File: config.mk
export PLATFORM = sky130hd
export DESIGN_NAME = supply_supervisor_watchdog
export DESIGN_NICKNAME = d
export VERILOG_FILES = /design/src/verilog/supervisor_pkg.sv /design/src/verilog/interval_timer.sv /design/src/verilog/supply_supervisor_watchdog.sv
export SDC_FILE = /design/constraint.sdc
export NUM_CORES = 1
export LEC_CHECK = 0
export ABC_AREA = 1
export BUFFER_PORTS_ARGS = -buffer_cell sky130_fd_sc_hd__buf_2
export CORE_MARGIN = 4
export CORE_UTILIZATION = 35
export CTS_BUF_LIST = sky130_fd_sc_hd__clkbuf_8
export DETAILED_ROUTE_END_ITERATION = 8
export PLACE_DENSITY_LB_ADDON = 0.08
export SLEW_MARGIN = 0
export SYNTH_ARGS = -nofsm -noshare
export SYNTH_HDL_FRONTEND = slang
export SYNTH_HIERARCHICAL = 1
export SYNTH_SLANG_ARGS = --single-unit
File: constraint.sdc
create_clock -name clk_i -period 2.1 [get_ports clk_i]
set_input_delay 0.315 -clock clk_i [delete_from_list [all_inputs] [get_ports clk_i]]
set_output_delay 0.315 -clock clk_i [all_outputs]
set_load 0.05 [all_outputs]
File: src/verilog/supervisor_pkg.sv
// shared constants, timing figures and state encoding of the supervisor
package supervisor_pkg;

  // ------------------------------------------------------------------
  // clock and timing figures
  // ------------------------------------------------------------------
  localparam int unsigned CLK_HZ = 50_000_000;
  localparam int unsigned CLK_PER_MS = 1000;
  localparam int unsigned NS_PER_S = 1_000_000_000;
  localparam int unsigned STRETCH_MS = 200;
  localparam int unsigned WDOG_TIMEOUT_MS = 1600;
  localparam int unsigned KICK_PULSE_NS = 50;
  localparam int unsigned TIMER_W = 27;

  // shortest kick pulse in cycles, rounded down, never below one
  localparam longint unsigned KICK_PULSE_RAW =
    longint'(KICK_PULSE_NS) * longint'(CLK_HZ) / longint'(NS_PER_S);
  localparam int unsigned KICK_PULSE_CYCLES =
    (KICK_PULSE_RAW < 1) ? 1 : int'(KICK_PULSE_RAW);

  // ------------------------------------------------------------------
  // reset values
  // ------------------------------------------------------------------
  localparam logic RESET_ACTIVE_RST = 1'b1;
  localparam logic WDO_N_RST = 1'b1;
  localparam logic PFO_N_RST = 1'b1;
  localparam logic KICK_PREV_RST = 1'b0;

  // ------------------------------------------------------------------
  // reset sequencer states, gray along hold, stretch, run
  // ------------------------------------------------------------------
  typedef enum logic [1:0] {
    ST_HOLD    = 2'h0,
    ST_STRETCH = 2'h1,
    ST_RUN     = 2'h3
  } sup_state_e;

endpackage

File: src/verilog/interval_timer.sv
// up-counter that saturates at a limit and reports completion
`timescale 1ns/100ps
module interval_timer #(
  parameter int unsigned WIDTH = 27,
  parameter logic [WIDTH-1:0] LIMIT = 1
) (
  // clock and reset
  input wire logic clk_i,
  input wire logic reset_n_i,
  // control
  input wire logic clear_i,
  input wire logic run_i,
  // status
  output logic done_o,
  output logic [WIDTH-1:0] count_o
);

  logic [WIDTH-1:0] count_q;
  logic [WIDTH-1:0] count_d;

  // holds at limit minus one so done stays a level
  assign done_o = (count_q == (LIMIT - WIDTH'(1)));
  assign count_o = count_q;

  always_comb begin
    count_d = count_q;
    if (clear_i) begin
      count_d = '0;
    end else if (run_i && !done_o) begin
      count_d = count_q + WIDTH'(1);
    end
  end

  always_ff @(posedge clk_i or negedge reset_n_i) begin
    if (!reset_n_i) begin
      count_q <= '0;
    end else begin
      count_q <= count_d;
    end
  end

endmodule

File: src/verilog/supply_supervisor_watchdog.sv
// supply supervisor: reset stretcher, manual reset, watchdog, power fail
//
// Function
// - reset held while supply below threshold
// - reset stays 200 ms after supply recovers
// - brownout activates reset, 200 ms after recovery
// - new interruption restarts full 200 ms stretch
// - reset active high, low, or complementary both
// - manual low triggers reset at once, no debounce; held 200 ms after release
// - manual input high never resets; floating needs an external pull-up
// - no kick for 1.6 s drives watchdog low
// - both kick edges clear the watchdog counter
// - kick pulses down to 50 ns detected
// - watchdog counter held clear during reset
// - supply low forces watchdog output low
// - watchdog low until cleared, high on recovery
// - watchdog timeout alone never drives reset
// - power fail output low while sense low
`timescale 1ns/100ps
module supply_supervisor_watchdog #(
  parameter int unsigned CLK_HZ = supervisor_pkg::CLK_HZ,
  parameter int unsigned TIMER_W = supervisor_pkg::TIMER_W,
  parameter bit HAS_WATCHDOG = 1'b1,
  parameter bit RESET_ACTIVE_HIGH = 1'b0,
  parameter logic [TIMER_W-1:0] STRETCH_CYCLES = TIMER_W'(
    longint'(CLK_HZ) / supervisor_pkg::CLK_PER_MS *
    supervisor_pkg::STRETCH_MS),
  parameter logic [TIMER_W-1:0] WDOG_CYCLES = TIMER_W'(
    longint'(CLK_HZ) / supervisor_pkg::CLK_PER_MS *
    supervisor_pkg::WDOG_TIMEOUT_MS)
) (
  // clock and reset
  input wire logic clk_i,
  input wire logic reset_n_i,
  // monitored conditions, already synchronous
  input wire logic supply_low_i,
  input wire logic power_fail_sense_low_i,
  // processor side inputs
  input wire logic manual_reset_n_i,
  input wire logic watchdog_kick_i,
  // processor side outputs
  output logic reset_o,
  output logic reset_n_o,
  output logic watchdog_expired_n_o,
  output logic power_fail_n_o
);

  // ------------------------------------------------------------------
  // reset triggers
  // ------------------------------------------------------------------
  logic trigger;
  logic manual_low;

  // only a low level counts; a tied or pulled-up input idles high
  assign manual_low = !manual_reset_n_i;
  // watchdog state is not a trigger; it only reaches reset externally
  assign trigger = supply_low_i || manual_low;

  // ------------------------------------------------------------------
  // reset sequencer
  // ------------------------------------------------------------------
  supervisor_pkg::sup_state_e state_q;
  supervisor_pkg::sup_state_e state_d;
  logic stretch_done;
  logic stretch_clear;
  logic [TIMER_W-1:0] stretch_count;

  // counter restarts from zero whenever the stretch is left
  assign stretch_clear = (state_q != supervisor_pkg::ST_STRETCH);

  interval_timer #(
    .WIDTH(TIMER_W),
    .LIMIT(STRETCH_CYCLES)
  ) u_stretch_timer (
    .clk_i(clk_i),
    .reset_n_i(reset_n_i),
    .clear_i(stretch_clear),
    .run_i(1'b1),
    .done_o(stretch_done),
    .count_o(stretch_count)
  );

  always_comb begin
    state_d = state_q;
    case (state_q)
      supervisor_pkg::ST_HOLD: begin
        // held while supply low or manual input low
        if (!trigger) begin
          state_d = supervisor_pkg::ST_STRETCH;
        end
      end
      supervisor_pkg::ST_STRETCH: begin
        if (trigger) begin
          state_d = supervisor_pkg::ST_HOLD;
        end else if (stretch_done) begin
          state_d = supervisor_pkg::ST_RUN;
        end
      end
      supervisor_pkg::ST_RUN: begin
        if (trigger) begin
          state_d = supervisor_pkg::ST_HOLD;
        end
      end
      default: begin
        state_d = supervisor_pkg::ST_HOLD;
      end
    endcase
  end

  always_ff @(posedge clk_i or negedge reset_n_i) begin
    if (!reset_n_i) begin
      state_q <= supervisor_pkg::ST_HOLD;
    end else begin
      state_q <= state_d;
    end
  end

  // ------------------------------------------------------------------
  // reset outputs
  // ------------------------------------------------------------------
  logic rst_q;
  logic rst_d;
  logic rst_hi_q;
  logic rst_hi_d;
  logic rst_lo_n_q;
  logic rst_lo_n_d;
  logic hi_pin_used;
  logic lo_pin_used;

  // watchdog build has one reset pin; the other build drives both
  assign hi_pin_used = !HAS_WATCHDOG || RESET_ACTIVE_HIGH;
  assign lo_pin_used = !HAS_WATCHDOG || !RESET_ACTIVE_HIGH;

  always_comb begin
    rst_d = (state_d != supervisor_pkg::ST_RUN);
    // unused pin parks at its inactive level
    rst_hi_d = hi_pin_used && rst_d;
    rst_lo_n_d = !(lo_pin_used && rst_d);
  end

  always_ff @(posedge clk_i or negedge reset_n_i) begin
    if (!reset_n_i) begin
      rst_q <= supervisor_pkg::RESET_ACTIVE_RST;
      rst_hi_q <= (!HAS_WATCHDOG || RESET_ACTIVE_HIGH);
      rst_lo_n_q <= !(!HAS_WATCHDOG || !RESET_ACTIVE_HIGH);
    end else begin
      rst_q <= rst_d;
      rst_hi_q <= rst_hi_d;
      rst_lo_n_q <= rst_lo_n_d;
    end
  end

  assign reset_o = rst_hi_q;
  assign reset_n_o = rst_lo_n_q;

  // ------------------------------------------------------------------
  // watchdog
  // ------------------------------------------------------------------
  logic kick_prev_q;
  logic kick_prev_d;
  logic kick_edge;
  logic wd_clear;
  logic wd_done;
  logic wd_expired;
  logic [TIMER_W-1:0] wd_count;

  // inputs are sampled each cycle, so any pulse of one cycle or more
  // is seen; 50 ns spans at least one cycle at this rate
  assign kick_edge = (watchdog_kick_i != kick_prev_q);
  // timeout window only opens once reset has let go
  assign wd_clear = kick_edge || rst_q;
  assign wd_expired = HAS_WATCHDOG && wd_done && !wd_clear;

  interval_timer #(
    .WIDTH(TIMER_W),
    .LIMIT(WDOG_CYCLES)
  ) u_watchdog_timer (
    .clk_i(clk_i),
    .reset_n_i(reset_n_i),
    .clear_i(wd_clear),
    .run_i(HAS_WATCHDOG),
    .done_o(wd_done),
    .count_o(wd_count)
  );

  always_comb begin
    kick_prev_d = watchdog_kick_i;
  end

  always_ff @(posedge clk_i or negedge reset_n_i) begin
    if (!reset_n_i) begin
      kick_prev_q <= supervisor_pkg::KICK_PREV_RST;
    end else begin
      kick_prev_q <= kick_prev_d;
    end
  end

  // ------------------------------------------------------------------
  // watchdog and power fail outputs
  // ------------------------------------------------------------------
  logic wdo_n_q;
  logic wdo_n_d;
  logic pfo_n_q;
  logic pfo_n_d;

  always_comb begin
    // supply low overrides the counter; recovery releases it at once
    wdo_n_d = !(HAS_WATCHDOG && (supply_low_i || wd_expired));
    // comparator result is registered, unfiltered, one cycle late
    pfo_n_d = !power_fail_sense_low_i;
  end

  always_ff @(posedge clk_i or negedge reset_n_i) begin
    if (!reset_n_i) begin
      wdo_n_q <= supervisor_pkg::WDO_N_RST;
      pfo_n_q <= supervisor_pkg::PFO_N_RST;
    end else begin
      wdo_n_q <= wdo_n_d;
      pfo_n_q <= pfo_n_d;
    end
  end

  assign watchdog_expired_n_o = wdo_n_q;
  assign power_fail_n_o = pfo_n_q;

  // ------------------------------------------------------------------
  // checks
  // ------------------------------------------------------------------
  logic [TIMER_W:0] since_trig_q;
  logic [TIMER_W:0] since_trig_d;

  // cycles since the last trigger, saturating
  always_comb begin
    since_trig_d = since_trig_q;
    if (trigger) begin
      since_trig_d = '0;
    end else if (since_trig_q != '1) begin
      since_trig_d = since_trig_q + (TIMER_W + 1)'(1);
    end
  end

  always_ff @(posedge clk_i or negedge reset_n_i) begin
    if (!reset_n_i) begin
      since_trig_q <= '0;
    end else begin
      since_trig_q <= since_trig_d;
    end
  end

  a_hold_supply_low: assert property (
    @(posedge clk_i) disable iff (!reset_n_i)
    supply_low_i |=> rst_q && (state_q == supervisor_pkg::ST_HOLD))
    else $error("reset not held while supply low");

  a_stretch_length: assert property (
    @(posedge clk_i) disable iff (!reset_n_i)
    $fell(rst_q) |->
      (since_trig_q == ({1'b0, STRETCH_CYCLES} + (TIMER_W + 1)'(1))))
    else $error("reset stretch length wrong");

  a_brownout_reset: assert property (
    @(posedge clk_i) disable iff (!reset_n_i)
    (state_q == supervisor_pkg::ST_RUN) && supply_low_i
      |=> rst_q ##1 rst_q)
    else $error("brownout did not assert reset");

  a_restart_stretch: assert property (
    @(posedge clk_i) disable iff (!reset_n_i)
    (state_q == supervisor_pkg::ST_STRETCH) && trigger
      |=> (state_q == supervisor_pkg::ST_HOLD) ##1 (stretch_count == '0))
    else $error("stretch not restarted");

  a_reset_polarity: assert property (
    @(posedge clk_i) disable iff (!reset_n_i)
    !HAS_WATCHDOG |-> (reset_o == !reset_n_o) && (reset_o == rst_q))
    else $error("reset outputs not complementary");

  a_manual_trigger: assert property (
    @(posedge clk_i) disable iff (!reset_n_i)
    !manual_reset_n_i |=> rst_q && !reset_n_o == lo_pin_used)
    else $error("manual reset ignored");

  a_manual_idle: assert property (
    @(posedge clk_i) disable iff (!reset_n_i)
    (state_q == supervisor_pkg::ST_RUN) && manual_reset_n_i
      && !supply_low_i |=> (state_q == supervisor_pkg::ST_RUN) && !rst_q)
    else $error("idle manual input caused reset");

  a_wdog_timeout: assert property (
    @(posedge clk_i) disable iff (!reset_n_i)
    HAS_WATCHDOG && !rst_q && !kick_edge
      && (wd_count == (WDOG_CYCLES - TIMER_W'(1)))
      |=> !watchdog_expired_n_o)
    else $error("watchdog did not expire");

  a_kick_clears: assert property (
    @(posedge clk_i) disable iff (!reset_n_i)
    kick_edge |=> (wd_count == '0) ##1 watchdog_expired_n_o || supply_low_i
      || $past(supply_low_i))
    else $error("kick did not clear watchdog");

  a_short_kick: assert property (
    @(posedge clk_i) disable iff (!reset_n_i)
    $changed(watchdog_kick_i) ##1 $changed(watchdog_kick_i)
      |-> (wd_count == '0))
    else $error("short kick pulse missed");

  a_clear_in_reset: assert property (
    @(posedge clk_i) disable iff (!reset_n_i)
    rst_q |=> (wd_count == '0))
    else $error("watchdog counted during reset");

  a_wdo_supply_low: assert property (
    @(posedge clk_i) disable iff (!reset_n_i)
    HAS_WATCHDOG && supply_low_i |=> !watchdog_expired_n_o)
    else $error("watchdog output high while supply low");

  a_wdo_recovery: assert property (
    @(posedge clk_i) disable iff (!reset_n_i)
    $fell(supply_low_i) |=> watchdog_expired_n_o)
    else $error("watchdog output not released on recovery");

  a_timeout_no_reset: assert property (
    @(posedge clk_i) disable iff (!reset_n_i)
    !watchdog_expired_n_o && !trigger && !rst_q |=> !rst_q)
    else $error("watchdog timeout drove reset");

  a_pfo_follows: assert property (
    @(posedge clk_i) disable iff (!reset_n_i)
    power_fail_sense_low_i [*2] |=> !power_fail_n_o [*1] ##1
      (power_fail_n_o == !$past(power_fail_sense_low_i)))
    else $error("power fail output wrong");

endmodule

==> results of run 1 <==
==> registers in the layout, summed over array words and instances, names as in the netlist <==
name,count
state_q,2
reset_n_o,1
watchdog_expired_n_o,1
kick_prev_q,1
power_fail_n_o,1
u_watchdog_timer/count_o,27
u_stretch_timer/count_o,27
rst_q,1
==> where the power goes <==
| part | switching [mW] | internal [mW] |
|---|---|---|
| Combinational | 0.0875 | 0.0287 |
| Clock | 0.490 | 0.654 |
| Sequential | 0.00249 | 1.18 |
| Total | 0.580 | 1.86 |
==> cells by family after synthesis <==
| kind of cell | Yosys count | share of synthesized area (%) |
|---|---|---|
| xor gates and xnor gates | 16 | 3.35 |
| and+or+nand+nor | 468 | 48.5 |
| AOI/OAI and AO/OA | 16 | 2.30 |
| buffers and inverters | 84 | 8.47 |
| other | 2 | 0.180 |
| DFF | 61 | 36.6 |
| adders and majority gates | 2 | 0.598 |
==> final cells by class <==
class | instances | share of cell area, %
Clock inverter | 7 | 1.77
Tap cell | 143 | 3.84
Timing Repair Buffer | 20 | 3.39
Sequential cell | 61 | 32.9
Clock buffer | 9 | 2.66
Inverter | 71 | 5.78
Multi-Input combinational cell | 506 | 49.7
==> through the flow <==
step                      hold slack, ns  total power [mW]  util [%]  cell area [sq um]  setup WS (ns)
after detailed placement           0.352              1.32      38.1               4410          0.177
after floorplan                   0.0194              1.27         -               4190          0.525
after global placement             0.353              1.32      38.1               4410          0.188
after global routing              0.0625              2.57      40.2               4650         0.0730
after CTS                         0.0391              2.49      40.0               4620          0.150
final                             0.0682              2.44      40.2               4650          0.234
==> how the worst max path moves through the flow <==
stage               slack [ns]  depth (start not counted)                                  endpoint                               startpoint
finish                    0.23                         10    u_stretch_timer/count_o[0]$_DFFE_PN0P_   u_stretch_timer/count_o[0]$_DFFE_PN0P_
global route              0.07                          8   u_watchdog_timer/count_o[0]$_DFFE_PN0P_  u_watchdog_timer/count_o[0]$_DFFE_PN0P_
CTS                       0.15                         11   u_watchdog_timer/count_o[7]$_DFFE_PN0P_  u_watchdog_timer/count_o[0]$_DFFE_PN0P_
detailed placement        0.18                         11   u_watchdog_timer/count_o[9]$_DFFE_PN0P_  u_watchdog_timer/count_o[0]$_DFFE_PN0P_
global placement          0.19                         10   u_stretch_timer/count_o[25]$_DFFE_PN0P_  u_stretch_timer/count_o[10]$_DFFE_PN0P_
floorplan                 0.52                         12  u_watchdog_timer/count_o[21]$_DFFE_PN0P_  u_watchdog_timer/count_o[0]$_DFFE_PN0P_
==> layout by cell type, fill, tap and decap left out, types with 2 or more instances in the layout <==
| cell type | n |
|---|---|
| nand2_2 | 2 |
| buf_2 | 8 |
| xor2_1 | 15 |
| inv_1 | 66 |
| conb_1 | 3 |
| nor2_4 | 8 |
| clkbuf_8 | 9 |
| ha_1 | 2 |
| nand2_4 | 4 |
| dfstp_2 | 3 |
| a21oi_1 | 4 |
| clkinv_1 | 2 |
| dfrtp_1 | 58 |
| o21bai_1 | 3 |
| buf_12 | 2 |
| o21ai_0 | 7 |
| nor2_2 | 6 |
| buf_4 | 9 |
| clkinv_2 | 3 |
| nor2_1 | 101 |
| inv_2 | 4 |
| nand3_1 | 42 |
| nand4_1 | 28 |
| or2_2 | 4 |
| nand2_1 | 267 |
| bufinv_16 | 2 |
==> metal layers <==
metal | vias up | global-route usage, % | share of wire, %
li1 | 2041 | - | -
met1 | 1771 | 25.6 | 54
met5 | - | 0 | 0
met2 | 64 | 23.4 | 41
met3 | 11 | 2.89 | 3.6
met4 | 0 | 5.72 | 1.3
==> worst reg2reg max path: cells and delay by family (launching register included) <==
family / cells / cell delay [ns]
adders and majority gates: 1 / 0.22
buffers and inverters: 1 / 0.17
DFF: 1 / 0.40
and+or+nand+nor: 8 / 0.98
==> what timing repair did <==
item / CTS / global route
setup endpoints to repair: 0 / 26
hold buffers: 1 / 0
hold endpoints to repair: 19 / 0
buffers inserted: 0 / 1
resized for setup: 0 / 1
==> key figures, run 1 <==
Status
  – Run status: completed

Yosys
  – Syn_area_per_cell: 6.44 sq um
  – Top cell type's share of synthesized area: 34.7%
  – Dominant synthesized flop cell: dfrtp_1
  – Synth area leaders: dfrtp_1, nand2_1, nor2_1
  – Mapped Cells: between 600 and 700
  – Share of flip-flops with an asynchronous set or reset: 100%
  – Synth top cells by count: nand2_1, nor2_1, inv_1, dfrtp_1, nand3_1
  – Count leader, synth: nand2_1
  – YS warnings: 6
  – Area leader, netlist: dfrtp_1
  – Register bit total from synthesis: a little over 60
  – Sequential share of the synthesized area: between 30% and 40%
  – Synthesized cell area: 4180 sq um
  – Post-synth EDFFs: 0
  – Unique masters post-synth: 36

Timing
  – Max Slew Vio Count: 0
  – Crit share post-route: 88.9%
  – Worst rel slew slack: 60.3%
  – Highest Clock Rate: 0.536 GHz
  – Worst Skew: 0.0124 ns
  – Final Critical Period: between 1.5 and 2 ns
  – TNS Setup: 0 ns
  – Slew @ Worst Pin: just under 0.6 ns
  – RSZ-0062 raised after global routing: false
  – Final Hold Viols: 0
  – Final setup viols: 0

Die
  – Io pins: 10
  – Die area: between 10000 and 15000 sq um
  – Starting density of the core: 36.2%
  – Die Height: approximately 120 um
  – Die X: 117 um
  – Core area: 11600 sq um
  – # rows: 39

Power and ir drop
  – Pwr/cell area: 525 nW/um^2
  – LEAKAGE: 2.32 nW
  – IR drop worst, VDD: between 300 and 400 uV

Worst setup path
  – Crit path cell chain: ha_1 > nand2_1 > nor2_2 > nand2_1 > nor2_4 > nor2_4 > nor2_4 > buf_12 > nand2_1 > nand2_1
  – FF-to-FF setup slack: around 0.23 ns
  – CP max FO: 18
  – R2R Path Start: u_stretch_timer/count_o[0]$_DFFE_PN0P_
  – Critical setup path kind: flop to flop
  – Worst path max stage delay: 0.47 ns
  – Critical path arrival: 2.10 ns
  – Worst setup SP type: flop
  – Reg-to-Reg End: u_stretch_timer/count_o[0]$_DFFE_PN0P_
  – CP bufs+invs: 1
  – Reg2Reg Depth: 10
  – Type of element capturing the critical path: flop
  – Cell mode on critical path: nand2_1
  – Delay-heaviest family, CP: simple AND/OR/NAND/NOR gates
  – Slowest-stage cell, CP: nor2_4
  – WP data required: approximately 2.3 ns

Route
  – Vias/cell: about 4.8
  – Vias: 3887
  – Drt drc: 0
  – DRT antenna net count: 0
  – Drt wl/cell: about 13 um
  – Total wire length: 10700 um
  – DR iter-0 viols: 231
  – DRT Pass-1 Iters: 5

Run
  – Max_cap viols: 0

CTS
  – TritonCTS Buffers: 9
  – Maximum buffer depth of the clock tree: 2
  – Clock Sinks: 61
  – CTS tree: yes
  – Clock slew at reported path FFs: 0.07 ns
  – H-tree levels: 3
  – Clk_lat worst skew: 0.35 ns
  – Clock root cell: clkbuf_8

Placed design
  – RePlAce Congestion: ~0.86
  – # placed instances: about 800
  – Post-DP HPWL: 7690 um
  – Buffers on Ports: 8

Global routing
  – First-pass GRT wire length: 18700 um
  – Largest net degree at the start of global routing: 40
  – Initial antenna violation count: 0
  – Total Routing Usage GR: 16.7%
  – Gr ovfl total: 0
  – Vias in the first global route: 3719

Cells and area
  – Multi-input gate area: 2310 sq um
  – ANT cells: 0
  – Fin cells: between 800 and 900
  – Sequential cell area: 1530 sq um
  – Fill cells: 1245
  – Share of cells above drive strength 1: 10.1%
  – P&R area growth vs syn: 11.3%
  – Final net count: 677

Hold path
  – Hold WC Path Type: input pin to flop
  – HP Start: power_fail_sense_low_i
  – Hold Path Sink: power_fail_n_o$_DFF_PN1_
  – Hold Path Depth: 2
Power figures use the tool's default switching activity.
==> run 2: changes to the inputs <==
PLACE_DENSITY = 0.6   (was default)
PLACE_DENSITY_LB_ADDON = default   (was 0.08)
SLEW_MARGIN = 15   (was 0)
==> key figures, run 2 (synthesis gave the netlist of run 1 again) <==
Status
  – Run status: completed

Route
  – Total wire length: 9640 um (-10%)
  – Vias: 3814 (-1.9%)
  – Vias/cell: 4.70 (-1.3%)
  – Drt wl/cell: 11.9 um (-9.7%)
  – DRT antenna net count: 0 (unchanged)
  – DRT Pass-1 Iters: 4 (-1)
  – Drt drc: 0 (unchanged)
  – DR iter-0 viols: 233 (+0.87%)

CTS
  – Post-CTS sizing: 0 (unchanged)
  – Clk_lat worst skew: 0.35 ns (about the same)
  – H-tree levels: 3 (unchanged)
  – CTS tree: yes
  – TritonCTS Buffers: 9 (unchanged)
  – Clock root cell: clkbuf_8
  – Setup bufs post-CTS: 0 (unchanged)
  – Maximum buffer depth of the clock tree: 2 (unchanged)
  – Hold buffers post-CTS: 1 (unchanged)
  – Clock Sinks: 61 (unchanged)
  – Clock slew at reported path FFs: 0.07 ns (about the same)

Worst setup path
  – Reg2Reg Depth: 11 (+1)
  – Worst setup SP type: flop
  – FF-to-FF setup slack: 0.23 ns (about the same)
  – CP max FO: 23 (+5)
  – Critical setup path kind: flop to flop
  – Reg-to-Reg End: u_watchdog_timer/count_o[7]$_DFFE_PN0P_
  – WP data required: 2.34 ns (about the same)
  – R2R Path Start: u_watchdog_timer/count_o[0]$_DFFE_PN0P_
  – Critical path arrival: 2.11 ns (about the same)
  – Type of element capturing the critical path: flop

Timing
  – Final Critical Period: 1.87 ns (+0.00132 ns)
  – RSZ-0062 raised after global routing: false
  – Hold WS: 0.0702 ns (+0.00197 ns)
  – Slew @ Worst Pin: 0.538 ns (-0.0565 ns)
  – Crit share post-route: 88.9% (about the same)
  – Worst rel slew slack: 63.9% (+3.6 points)
  – Final Hold Viols: 0 (unchanged)
  – TNS Setup: 0 ns (unchanged)
  – Highest Clock Rate: 0.536 GHz (about the same)
  – Final setup viols: 0 (unchanged)
  – Max Slew Vio Count: 0 (unchanged)
  – Worst Skew: 0.00800 ns (-0.00442 ns)

Global routing
  – Initial antenna violation count: 0 (unchanged)
  – Vias in the first global route: 3837 (+3.2%)
  – Met1 usage in global routing: 18.0% (-7.6 points)
  – Total Routing Usage GR: 14.9% (-1.8 points)
  – First-pass GRT wire length: 17300 um (-7.7%)
  – Met3 Usage GRT: 2.98% (+0.096 points)
  – Gr ovfl total: 0 (unchanged)
  – Top Usage Layer GRT: met2
  – Largest net degree at the start of global routing: 28 (-30%)
  – GR Layer Usage met2: 25.8% (+2.4 points)

Power and ir drop
  – IR drop worst, VDD: 384 uV (+15%)
  – LEAKAGE: 2.29 nW (-1.2%)
  – Pwr/cell area: 543 nW/um^2 (+3.4%)

Die
  – Core area: 11600 sq um (unchanged)
  – # rows: 39 (unchanged)
  – Io pins: 10 (unchanged)
  – Die area: 13800 sq um (unchanged)
  – Starting density of the core: 36.2% (unchanged)
  – Die X: 117 um (unchanged)
  – Die Height: 117 um (unchanged)

Placed design
  – Post-DP HPWL: 7110 um (-7.6%)
  – Buffers on Ports: 8 (unchanged)
  – RePlAce Congestion: 0.951 (+11%)

Cells and area
  – ANT cells: 0 (unchanged)
  – Fill cells: 1196 (-3.9%)
  – Share of cells above drive strength 1: 9.72% (-0.37 points)
  – Multi-input gate area: 2300 sq um (-0.49%)
  – Most frequent cells in the layout: nand2_1, nor2_1, inv_1
  – Sequential cell area: 1530 sq um (unchanged)
  – Final net count: 672 (-0.74%)
  – P&R area growth vs syn: 10.6%
  – Commonest non-fill, non-tap cell in the layout: nand2_1

Hold path
  – HP Start: power_fail_sense_low_i
  – Hold Path Sink: power_fail_n_o$_DFF_PN1_
  – Hold WC Path Type: input pin to flop
  – Hold Path Depth: 2 (unchanged)

Run
  – Max_cap viols: 0 (unchanged)
-- run 2: changes by cell type in the layout (fill, tap and decap cells not counted), sizes merged --
cell / previous run / this run
clkinvlp: 0 / 1
clkbuf: 9 / 11
buf: 19 / 15
nor2: 116 / 115
clkinv: 5 / 4
inv: 71 / 69
-- run 2: cell type report --
type | count | area share, %
Multi-Input combinational cell | 505 | 49.7
Sequential cell | 61 | 33.1
Inverter | 71 | 5.79
Tap cell | 143 | 3.87
Clock buffer | 11 | 3.27
Timing Repair Buffer | 16 | 2.49
Clock inverter | 5 | 1.76
-- run 2: worst max-delay path, cell delays in order, from the launching register on --
cell and delay (ns):
dfrtp_1 0.40, ha_1 0.23, nand3_1 0.15, inv_2 0.08, nand2_4 0.09, nor2_4 0.05
nand2_4 0.10, nand2_4 0.06, nand2_4 0.09, clkinv_2 0.29, nand2_1 0.15, nand2_1 0.06
-- run 2: worst max path at each step --
stage	start	endpoint	slack [ns]	cells past startpoint
after floorplan	u_watchdog_timer/count_o[0]$_DFFE_PN0P_	u_watchdog_timer/count_o[21]$_DFFE_PN0P_	0.52	12
after global placement	u_watchdog_timer/count_o[0]$_DFFE_PN0P_	u_watchdog_timer/count_o[24]$_DFFE_PN0P_	0.28	11
after detailed placement	u_watchdog_timer/count_o[0]$_DFFE_PN0P_	u_watchdog_timer/count_o[7]$_DFFE_PN0P_	0.23	11
after CTS	u_watchdog_timer/count_o[0]$_DFFE_PN0P_	u_watchdog_timer/count_o[7]$_DFFE_PN0P_	0.22	11
after global routing	u_watchdog_timer/count_o[0]$_DFFE_PN0P_	u_watchdog_timer/count_o[24]$_DFFE_PN0P_	0.04	11
final	u_watchdog_timer/count_o[0]$_DFFE_PN0P_	u_watchdog_timer/count_o[7]$_DFFE_PN0P_	0.23	11
-- run 2: power by group --
group          switching, mW  internal [mW]  leakage, nW
Sequential           0.00259           1.18        0.838
Clock                  0.487          0.735        0.116
Combinational         0.0803         0.0258         1.34
-- run 2: metal layers --
metal	share of wire, %	routed length (um)
met1	47	4520
met2	48	4580
met4	2.2	213
met3	3.4	326
met5	0	0
-- run 2: per-stage QoR --
stage / cell area, sq um / power, mW / utilization (%) / setup slack [ns] / cells
2_1_floorplan: 4190 / 1.27 / - / 0.525 / 650
3_3_place_gp: 4380 / 1.31 / 37.9 / 0.283 / 795
3_5_place_dp: 4380 / 1.31 / 37.9 / 0.225 / 795
4_1_cts: 4630 / 2.56 / 40.0 / 0.224 / 812
5_1_grt: 4630 / 2.62 / 40.0 / 0.0351 / 812
6_report: 4630 / 2.51 / 40.0 / 0.233 / 812
